### src/rtl/dac_mode_map.vh
// Register indices, field positions, reset values and counts of the mode bank
`ifndef DAC_MODE_MAP_VH
`define DAC_MODE_MAP_VH
`define IDX_LEFT_ATTEN 7'h10
`define IDX_RIGHT_ATTEN 7'h11
`define IDX_MUTE_OVS 7'h12
`define IDX_DAC_DEEMPH 7'h13
`define IDX_FMT_FILT 7'h14
`define IDX_PHASE_ZERO 7'h16
`define ATTEN_RESET 8'hFF
`define CTRL_RESET 8'h00
`define ATTEN_MUTE_MAX 8'h80
`define WORD_BITS 5'h10
`define BIT_MUTE_L 0
`define BIT_MUTE_R 1
`define BIT_OVS 6
`define BIT_DIS_L 0
`define BIT_DIS_R 1
`define BIT_DEEMPH_EN 4
`define BIT_DEEMPH_LO 5
`define BIT_DEEMPH_HI 6
`define BIT_FMT_LO 0
`define BIT_FMT_HI 2
`define BIT_ROLLOFF 5
`define BIT_INVERT 0
`define BIT_ZERO_FLAG_ACTIVE_LOW 1
`define BIT_ZCOMMON 2
`define DEEMPH_RSVD 2'h3
`define FMT_MAX 3'h5
`define ZERO_SAMPLES 1024
`endif

### src/rtl/pin_sync3.v
// Three-stage pin synchroniser with agreement-qualified output
`timescale 1ns/1ps
module pin_sync3 #(
    parameter WIDTH = 3
) (
    input wire clk_sys,
    input wire rst_n,
    input wire [WIDTH-1:0] pin_in,
    output reg [WIDTH-1:0] pin_out
);
    reg [WIDTH-1:0] s1_r;
    reg [WIDTH-1:0] s2_r;
    reg [WIDTH-1:0] s3_r;
    integer i;

    always @(posedge clk_sys or negedge rst_n) begin
        if (!rst_n) begin
            s1_r <= {WIDTH{1'b0}};
            s2_r <= {WIDTH{1'b0}};
            s3_r <= {WIDTH{1'b0}};
            pin_out <= {WIDTH{1'b0}};
        end else begin
            s1_r <= pin_in;
            s2_r <= s1_r;
            s3_r <= s2_r;
            // Only a settled level is passed on
            for (i = 0; i < WIDTH; i = i + 1) begin
                if (s2_r[i] == s3_r[i]) begin
                    pin_out[i] <= s3_r[i];
                end
            end
        end
    end
endmodule // pin_sync3

### src/rtl/dac_mode_regs.v
// Mode control register bank with serial control port, soft mute and zero flags
`timescale 1ns/1ps
`include "dac_mode_map.vh"
module dac_mode_regs #(
    parameter ZERO_COUNT = `ZERO_SAMPLES
) (
    input wire clk_sys,
    input wire rst_n,
    input wire ctrl_latch,
    input wire ctrl_clock,
    input wire ctrl_serial_in,
    input wire word_clock,
    input wire left_data_zero,
    input wire right_data_zero,
    output reg [7:0] left_atten_code,
    output reg [7:0] right_atten_code,
    output reg left_muted,
    output reg right_muted,
    output reg oversample_128,
    output reg left_chan_disable,
    output reg right_chan_disable,
    output reg deemph_en,
    output reg [1:0] deemph_rate_sel,
    output reg [2:0] audio_format_sel,
    output reg rolloff_slow_sel,
    output reg output_invert,
    output reg right_zero_flag,
    output reg left_zero_flag
);
    // ------------------------------------------------------------
    // Pin synchronisers
    // ------------------------------------------------------------
    wire [3:0] pins_s;
    pin_sync3 #(.WIDTH(4)) u_sync (
        .clk_sys(clk_sys),
        .rst_n(rst_n),
        .pin_in({word_clock, ctrl_serial_in, ctrl_clock, ctrl_latch}),
        .pin_out(pins_s)
    );
    wire latch_s = pins_s[0];
    wire mclk_s = pins_s[1];
    wire mdat_s = pins_s[2];
    wire wclk_s = pins_s[3];

    reg latch_d_r;
    reg mclk_d_r;
    reg wclk_d_r;
    wire mclk_rise = mclk_s & ~mclk_d_r;
    wire latch_rise = latch_s & ~latch_d_r;
    wire latch_fall = ~latch_s & latch_d_r;
    wire sample_edge = wclk_s & ~wclk_d_r;

    // ------------------------------------------------------------
    // Serial control port
    // ------------------------------------------------------------
    reg [15:0] shift_r;
    reg [4:0] bit_cnt_r;
    reg in_frame_r;

    always @(posedge clk_sys or negedge rst_n) begin
        if (!rst_n) begin
            // Matches the synchroniser's reset level; an idle-high latch still gives one rising edge after reset, with no frame open
            latch_d_r <= 1'b0;
            mclk_d_r <= 1'b0;
            wclk_d_r <= 1'b0;
            shift_r <= 16'h0000;
            bit_cnt_r <= 5'h00;
            in_frame_r <= 1'b0;
        end else begin
            latch_d_r <= latch_s;
            mclk_d_r <= mclk_s;
            wclk_d_r <= wclk_s;
            if (latch_fall) begin
                in_frame_r <= 1'b1;
                bit_cnt_r <= 5'h00;
            end else if (latch_rise) begin
                in_frame_r <= 1'b0;
            end else if (in_frame_r && mclk_rise && bit_cnt_r != `WORD_BITS) begin
                shift_r <= {shift_r[14:0], mdat_s};
                bit_cnt_r <= bit_cnt_r + 5'h01;
            end
        end
    end

    // Commit only complete words with a zero top bit
    wire commit = latch_rise && in_frame_r && bit_cnt_r == `WORD_BITS
        && !shift_r[15];
    wire [6:0] reg_index = shift_r[14:8];
    wire [7:0] wdata = shift_r[7:0];

    // ------------------------------------------------------------
    // Mode registers
    // ------------------------------------------------------------
    reg [7:0] atten_l_r;
    reg [7:0] atten_r_r;
    reg [1:0] soft_mute_en_r;
    reg [1:0] chan_disable_r;

    always @(posedge clk_sys or negedge rst_n) begin
        if (!rst_n) begin
            atten_l_r <= `ATTEN_RESET;
            atten_r_r <= `ATTEN_RESET;
            soft_mute_en_r <= 2'h0;
            oversample_128 <= 1'b0;
            chan_disable_r <= 2'h0;
            left_chan_disable <= 1'b0;
            right_chan_disable <= 1'b0;
            deemph_en <= 1'b0;
            deemph_rate_sel <= 2'h0;
            audio_format_sel <= 3'h0;
            rolloff_slow_sel <= 1'b0;
            output_invert <= 1'b0;
        end else begin
            left_chan_disable <= chan_disable_r[0];
            right_chan_disable <= chan_disable_r[1];
            if (commit) begin
                case (reg_index)
                    `IDX_LEFT_ATTEN: begin
                        atten_l_r <= wdata;
                    end
                    `IDX_RIGHT_ATTEN: begin
                        atten_r_r <= wdata;
                    end
                    `IDX_MUTE_OVS: begin
                        soft_mute_en_r <= {wdata[`BIT_MUTE_R], wdata[`BIT_MUTE_L]};
                        oversample_128 <= wdata[`BIT_OVS];
                    end
                    `IDX_DAC_DEEMPH: begin
                        chan_disable_r <= {wdata[`BIT_DIS_R], wdata[`BIT_DIS_L]};
                        deemph_en <= wdata[`BIT_DEEMPH_EN];
                        // Reserved rate code leaves the old rate in place
                        if (wdata[`BIT_DEEMPH_HI:`BIT_DEEMPH_LO] != `DEEMPH_RSVD) begin
                            deemph_rate_sel <= wdata[`BIT_DEEMPH_HI:`BIT_DEEMPH_LO];
                        end
                    end
                    `IDX_FMT_FILT: begin
                        if (wdata[`BIT_FMT_HI:`BIT_FMT_LO] <= `FMT_MAX) begin
                            audio_format_sel <= wdata[`BIT_FMT_HI:`BIT_FMT_LO];
                        end
                        rolloff_slow_sel <= wdata[`BIT_ROLLOFF];
                    end
                    `IDX_PHASE_ZERO: begin
                        output_invert <= wdata[`BIT_INVERT];
                    end
                    default: begin
                    end
                endcase
            end
        end
    end

    reg zero_flag_active_low_r;
    reg zcommon_r;
    always @(posedge clk_sys or negedge rst_n) begin
        if (!rst_n) begin
            zero_flag_active_low_r <= 1'b0;
            zcommon_r <= 1'b0;
        end else if (commit && reg_index == `IDX_PHASE_ZERO) begin
            zero_flag_active_low_r <= wdata[`BIT_ZERO_FLAG_ACTIVE_LOW];
            zcommon_r <= wdata[`BIT_ZCOMMON];
        end
    end

    // ------------------------------------------------------------
    // Attenuators with soft mute
    // ------------------------------------------------------------
    // Codes at or below the mute boundary collapse to zero gain
    function [7:0] atten_step;
        input [7:0] cur;
        input [7:0] target;
        input mute;
        begin
            if (mute) begin
                atten_step = (cur > `ATTEN_MUTE_MAX) ? cur - 8'h01 : `ATTEN_MUTE_MAX;
            end else begin
                atten_step = target;
            end
        end
    endfunction

    function is_muted;
        input [7:0] code;
        begin
            is_muted = (code <= `ATTEN_MUTE_MAX);
        end
    endfunction

    // Applied code changes once per sample, one step down while muting until it holds at 8'h80, so the mute ramp is audio-rate
    always @(posedge clk_sys or negedge rst_n) begin
        if (!rst_n) begin
            left_atten_code <= `ATTEN_RESET;
            right_atten_code <= `ATTEN_RESET;
            left_muted <= 1'b0;
            right_muted <= 1'b0;
        end else begin
            if (sample_edge) begin
                left_atten_code <= atten_step(left_atten_code, atten_l_r,
                    soft_mute_en_r[0]);
                right_atten_code <= atten_step(right_atten_code, atten_r_r,
                    soft_mute_en_r[1]);
            end
            left_muted <= is_muted(left_atten_code);
            right_muted <= is_muted(right_atten_code);
        end
    end

    // ------------------------------------------------------------
    // Zero detect
    // ------------------------------------------------------------
    reg [10:0] zcnt_l_r;
    reg [10:0] zcnt_r_r;
    wire zdet_l = (zcnt_l_r == ZERO_COUNT[10:0]);
    wire zdet_r = (zcnt_r_r == ZERO_COUNT[10:0]);

    function [10:0] zero_next;
        input [10:0] cnt;
        input zero;
        begin
            if (!zero) begin
                zero_next = 11'h000;
            end else if (cnt == ZERO_COUNT[10:0]) begin
                zero_next = cnt;
            end else begin
                zero_next = cnt + 11'h001;
            end
        end
    endfunction

    always @(posedge clk_sys or negedge rst_n) begin
        if (!rst_n) begin
            zcnt_l_r <= 11'h000;
            zcnt_r_r <= 11'h000;
            left_zero_flag <= 1'b0;
            right_zero_flag <= 1'b0;
        end else begin
            if (sample_edge) begin
                zcnt_l_r <= zero_next(zcnt_l_r, left_data_zero);
                zcnt_r_r <= zero_next(zcnt_r_r, right_data_zero);
            end
            if (zcommon_r) begin
                right_zero_flag <= (zdet_l & zdet_r) ^ zero_flag_active_low_r;
                left_zero_flag <= 1'b0; // Unassigned pin rests low
            end else begin
                right_zero_flag <= zdet_r ^ zero_flag_active_low_r;
                left_zero_flag <= zdet_l ^ zero_flag_active_low_r;
            end
        end
    end
endmodule // dac_mode_regs

### config.mk
export PLATFORM = sky130hd
export DESIGN_NAME = dac_mode_regs
export DESIGN_NICKNAME = d
export VERILOG_FILES = /design/src/rtl/pin_sync3.v /design/src/rtl/dac_mode_regs.v
export VERILOG_INCLUDE_DIRS = /design/src /design/src/rtl
export SDC_FILE = /design/constraint.sdc
export NUM_CORES = 1
export LEC_CHECK = 0
export BUFFER_PORTS_ARGS = -buffer_cell sky130_fd_sc_hd__buf_2
export CAP_MARGIN = 20
export CORE_MARGIN = 5
export CORE_UTILIZATION = 40
export DETAILED_ROUTE_END_ITERATION = 8
export PLACE_DENSITY = 0.65
export SYNTH_ARGS = -nofsm -noshare
export SYNTH_HDL_FRONTEND = slang
export SYNTH_SLANG_ARGS = --single-unit
### constraint.sdc
create_clock -name clk_sys -period 3.3 [get_ports clk_sys]
set_input_delay 0.495 -clock clk_sys [delete_from_list [all_inputs] [get_ports clk_sys]]
set_output_delay 0.495 -clock clk_sys [all_outputs]
set_load 0.02 [all_outputs]
# ---- Word-level counts from Yosys, hierarchy flattened
# Index checks and enable logic that the tools add are counted.
dict set report op_classes {
  add_sub_neg 5
  magnitude_cmp 5
  eq_ne 18
  n_mux 15
  bitwise_logic 14
  n_reduce_logical 21
}
# op count
set op_table {}
lappend op_table {{$mux W11} 4}
lappend op_table {{$eq A7 B5 Y1 const B} 6}
lappend op_table {{$mux W8} 4}
lappend op_table {{$add A11 B1 Y11 const B} 2}
lappend op_table {{$eq A11 B11 Y1 const B} 2}
lappend op_table {{$reduce_and A2 Y1} 9}
lappend op_table {{$gt A8 B8 Y1 const B} 2}
lappend op_table {{$le A8 B8 Y1 const B} 2}
lappend op_table {{$sub A8 B1 Y8 const B} 2}
lappend op_table {{$mux W5} 3}
lappend op_table {{$reduce_and A3 Y1} 3}
lappend op_table {{$logic_and A1 B1 Y1} 6}
lappend op_table {{$ne A2 B2 Y1 const B} 3}
lappend op_table {{$not A1 Y1} 6}
lappend op_table {{$add A5 B1 Y5 const B} 1}
lappend op_table {{$and A1 B1 Y1} 5}
lappend op_table {{$eq A5 B5 Y1 const B} 1}
lappend op_table {{$ne A5 B5 Y1 const B} 1}
lappend op_table {{$eq A1 B1 Y1} 4}
lappend op_table {{$mux W1} 4}
lappend op_table {{$reduce_bool A2 Y1} 2}
lappend op_table {{$le A3 B3 Y1 const B} 1}
lappend op_table {{$xor A1 B1 Y1} 3}
lappend op_table {{$ne A2 B1 Y1 const B} 1}
lappend op_table {{$logic_not A1 Y1} 1}
dict set report totals {
  register_bits 116
  inputBits 8
  out_inout_bits 31
  word_cells 113
}

# ---- Longest topological paths before layout
dict set report logic_depth {
  depth_word 7
  ltp_mapped 7
}

# ---- Cells and area by module
# Synthesis repeated with hierarchy kept, for this count alone.
dict set report hier_totals {
  cells_unflattened 458
  area_unflattened_um2 5330.1
}
# mod instances cells_each area_each_um2 seq_area_each_um2
set modules_own_cells {}
lappend modules_own_cells {dac_mode_regs 1 438 4884.7 2542.4}
lappend modules_own_cells {pin_sync3 1 20 445.4 400.4}

# ---- Least setup slack after synthesis
# Ideal clock, no wire load.
dict set report synth_timing {
  path_kind {register to register}
  startpoint {reg bit_cnt_r[0]}
  endpoint {reg shift_r[10]}
  arrival_time_ps 1619
  required_ps 3175
  setup_slack_ps 1556
  stages_incl_launch_ff 8
  synth_period_minus_slack_ps 1744
  path_cell_list {dfrtp_1 -> inv_1 -> ha_1 -> and4bb_4 -> nor2b_2 -> nand2_2 -> buf_2 -> mux2_2}
}
dict set report synth_via {
  elab_chain_cells 3
}
# item line
set synth_lines {}
lappend synth_lines {{start: declaration} dac_mode_regs.v:57} ;# reg [4:0] bit_cnt_r;
lappend synth_lines {{start signal: assignment} dac_mode_regs.v:80} ;# bit_cnt_r <= bit_cnt_r + 5'h01;
lappend synth_lines {{$ne A5 B5 Y1 (no line)} -}
lappend synth_lines {{$logic_and A1 B1 Y1 (no line)} -}
lappend synth_lines {{$reduce_and A3 Y1 (no line)} -}
lappend synth_lines {{end signal: assignment} dac_mode_regs.v:79} ;# shift_r <= {shift_r[14:0], mdat_s};
lappend synth_lines {{end: declaration} dac_mode_regs.v:56} ;# reg [15:0] shift_r;
# No other way between the ends.
# A chain may end at the register's enable or synchronous reset.

# ---- Worst setup path in the final report
dict set report layout_timing {
  startpoint {reg wclk_d_r}
  endpoint {reg zcnt_r_r[2]}
}
dict set report layout_via {
  elab_chain_cells 3
}
# item line
set layout_lines {}
lappend layout_lines {{start: declaration} dac_mode_regs.v:47} ;# reg wclk_d_r;
lappend layout_lines {{start signal: assignment} dac_mode_regs.v:72} ;# wclk_d_r <= wclk_s;
lappend layout_lines {{$not A1 Y1} dac_mode_regs.v:51} ;# wire sample_edge = wclk_s & ~wclk_d_r;
lappend layout_lines {{$and A1 B1 Y1} dac_mode_regs.v:51}
lappend layout_lines {{$reduce_and A2 Y1 (no line)} -}
lappend layout_lines {{end signal: assignment} dac_mode_regs.v:238} ;# zcnt_r_r <= zero_next(zcnt_r_r, right_data_zero);
lappend layout_lines {{end: declaration} dac_mode_regs.v:211} ;# reg [10:0] zcnt_r_r;
# No other way between the ends.

==> results.md <==
* RSZ-0062 raised after global routing: no
* Area share of fa/ha/maj cells after synthesis at 0.03841
* Startpoint types: register
* Synth Area in Compound Gates at 0.1024
* PostCTS Resize Cnt at 0
* Slew Limit Fails at 0
* Ys Warns at 0
* Max cap viols at 0
* Data required, critical path at between 3 and 4 ns
* Final Hold Viols at 0
* Seq/Total Area, Yosys at 0.5576
* Fillers at around 1.2k
* Post-Route WL at 10900 um
* R2R Setup Slk at 1.14 ns
* Relative slew slack at 0.2943
* Lkg Pwr at between 2 and 3 nW
* Hold Path Class: in2async
* CP Max Fanout at 26
* Critical path class: reg2reg
* DR iter-0 viols at approximately 280
* Pwr per Cell Area at roughly 620 mW/mm^2
* Commonest non-fill, non-tap cells in the layout: dfrtp_1, mux2_2, buf_2
* Worst-path clk slew at around 0.06 ns
* Distinct cells, synth at 64
* Latest clock arrival within the worst-skew pair at 0.41 ns
* H-tree depth at 4
* Xor and xnor area share after synthesis at 0.01991
* Worst slew pin tran at ~1.1 ns
* Prevailing post-synth register cell: dfrtp_1
* Asr flop ratio synth at 1.000
* Critical path arrival at between 2 and 2.5 ns
* DRC Markers at 0
* Detail Route Antenna Nets at 0
* Outcome: complete, no violations
* Reg2Reg Depth at 4
* Layout area overhead at 18.90%
* Core footprint at between 0.01 and 0.015 mm^2
* Simple-Gate Fraction of Synth Area at 0.1411
* Vias per cell at 5.354
* CTS Sinks at 116
* Main combinational cell family by area after synthesis: simple AND/OR/NAND/NOR gates
* Post-CTS Setup Inserts at 0
* ANT cells at 0
* Die X at 124.9 um
* Crit path from: wclk_d_r
* Layout cells sized above 1 at 0.3214
* Die Area at between 0.015 and 0.02 mm^2
* DP HPWL at between 7000 and 8000 um
* Max VDD drop at 0.4012 mV
* Post-Syn Nets at approximately 460
* R2r startpoint: wclk_d_r
* Final period util at 0.6538
* Largest net degree at the start of global routing at 50
* Setup violators final at 0
* DR WL/cell at between 15 and 20 um
* Area of the mapped netlist at 0.005278 mm^2
* Synth Instances at approximately 440
* First-pass GRT wire length at between 15000 and 20000 um
* TritonRoute pass-1 iters at 4
* Post-synthesis mux area share at 0.1131
* Setup crit end kind: register
* Initial Util at 0.4033
* Commonest non-fill, non-tap cell in the layout: dfrtp_1
* Number of synthesized flops with an enable pin at 0
* Clock Tree Buf Depth at 2
* Initial antenna violation count at 0
* Number of global-route vias before repair at 3830
* Vias at approximately 3.6k
* FMAX at ~460 MHz
* CTS tree: built
* Tmin final at around 2.2 ns
* Inserted Clock Buffers at 17
* Num ports at 39
* Final Skew at ~0.011 ns
* Pwr Total at roughly 3.9 mW
* Global placer's final weighted congestion at between 0.8 and 0.9
* Avg Cell Area, Syn at between 10 and 15 um^2
* Buffers on Ports at 38
* Post-CTS Hold Buffers at 0
* Global router's overall resource usage at 0.1498
* Setup_tns at 0 ns
* Critical R2R Capture: zcnt_r_r[2]
* Final nets at ~500
* Root Driver: clkbuf_16
* Row cnt at between 40 and 50
* Crit path to: zcnt_r_r[2]
* Number of synthesized register bits at ~120
* Die Ht at 124.9 um
* Gr ovfl total at 0
registers in the layout, summed over array words and instances (netlist names), 4 cells and up:
| register | cells |
|---|---|
| shift_r | 16 |
| u_sync.s1_r | 4 |
| atten_r_r | 8 |
| zcnt_l_r | 11 |
| zcnt_r_r | 11 |
| right_atten_code | 8 |
| u_sync.pin_out | 4 |
| u_sync.s2_r | 4 |
| atten_l_r | 8 |
| left_atten_code | 8 |
| bit_cnt_r | 5 |
| u_sync.s3_r | 4 |
metrics by stage:
stage          setup WS (ns)  cells    util  hold WS, ns  cell area (um^2)
4_1_cts                1.177    680  0.4795       0.1240              6275
6_report               1.142    680  0.4795       0.1062              6275
2_1_floorplan          1.556    441       -       0.1994              5278
3_3_place_gp           1.276    648  0.4330       0.3329              5665
5_1_grt               0.9707    680  0.4795       0.1608              6275
3_5_place_dp           1.193    648  0.4330       0.3347              5665
metal layers:
| layer | track usage | part of all wire |
|---|---|---|
| met4 | 0.04592 | 0.0066 |
| met3 | 0.04803 | 0.047 |
| met5 | 0 | 0 |
| met1 | 0.1888 | 0.44 |
| met2 | 0.2468 | 0.51 |
worst min-delay path by stage:
stage                              start             endpoint  slack, ns  cells after the start
final                              rst_n          zcnt_l_r[4]       0.11                      1
after global placement    u_sync.s1_r[2]       u_sync.s2_r[2]       0.33                      0
after floorplan                    rst_n  audio_format_sel[0]       0.20                      0
after CTS                          rst_n          zcnt_l_r[3]       0.12                      1
after global routing               rst_n          zcnt_l_r[4]       0.16                      1
after detailed placement  u_sync.s1_r[0]       u_sync.s2_r[0]       0.33                      0
report_power, final:
part           switching [mW]  internal (mW)  total (mW)
Clock                   0.611           1.28        1.89
Sequential              0.123           1.52        1.65
Combinational           0.217          0.157       0.374
Total                   0.951           2.96        3.91
cell families after synthesis:
kind of cell / count (synthesis)
AND/OR/NAND/NOR: 131
flip-flops: 116
AO/OA/AOI/OAI: 80
multiplexers: 51
buffers and inverters: 34
adder cells (fa/ha/maj): 17
XOR/XNOR: 12
cell usage after synthesis (all sizes together) (3+ instances only):
cell type / number / share of area
a21oi: 12 / 0.011
a22o: 3 / 0.0050
a22oi: 3 / 0.0043
a31o: 3 / 0.0050
a32oi: 4 / 0.0066
and3: 5 / 0.0059
and3b: 4 / 0.0069
buf: 5 / 0.0069
clkbuf: 7 / 0.0050
dfrtp: 84 / 0.40
dfstp: 32 / 0.16
ha: 13 / 0.031
inv: 22 / 0.016
maj3: 4 / 0.0076
mux2: 45 / 0.10
mux2i: 6 / 0.011
nand2: 25 / 0.018
nand2b: 3 / 0.0036
nand3: 9 / 0.011
nand4: 8 / 0.0095
nor2: 28 / 0.020
nor2b: 6 / 0.0076
nor3: 11 / 0.010
nor4: 6 / 0.0071
nor4b: 3 / 0.0062
o211ai: 3 / 0.0043
o21ai: 28 / 0.027
o22a: 4 / 0.0066
o2bb2ai: 5 / 0.0083
or2: 4 / 0.0047
or3: 7 / 0.0083
xnor2: 3 / 0.0050
xor2: 9 / 0.015
cell type report:
cell class,instances,area [um^2],area share
flip-flops and latches,116,2943,0.4690
multi-input cells,291,2190,0.3490
clock buffers,22,454.2,0.07238
repair buffers,43,230.2,0.03669
well taps,176,220.2,0.03509
clock inverters,10,155.1,0.02473
inverters,22,82.58,0.01316
worst max-delay path, cell delays in order, from the launching register on:
cell	delay, ns
dfrtp_1	0.38
nand2b_1	0.64
nor2_1	0.68
nor2_1	0.08
a31o_2	0.26
Note: power is estimated with default switching activity, not from simulation.
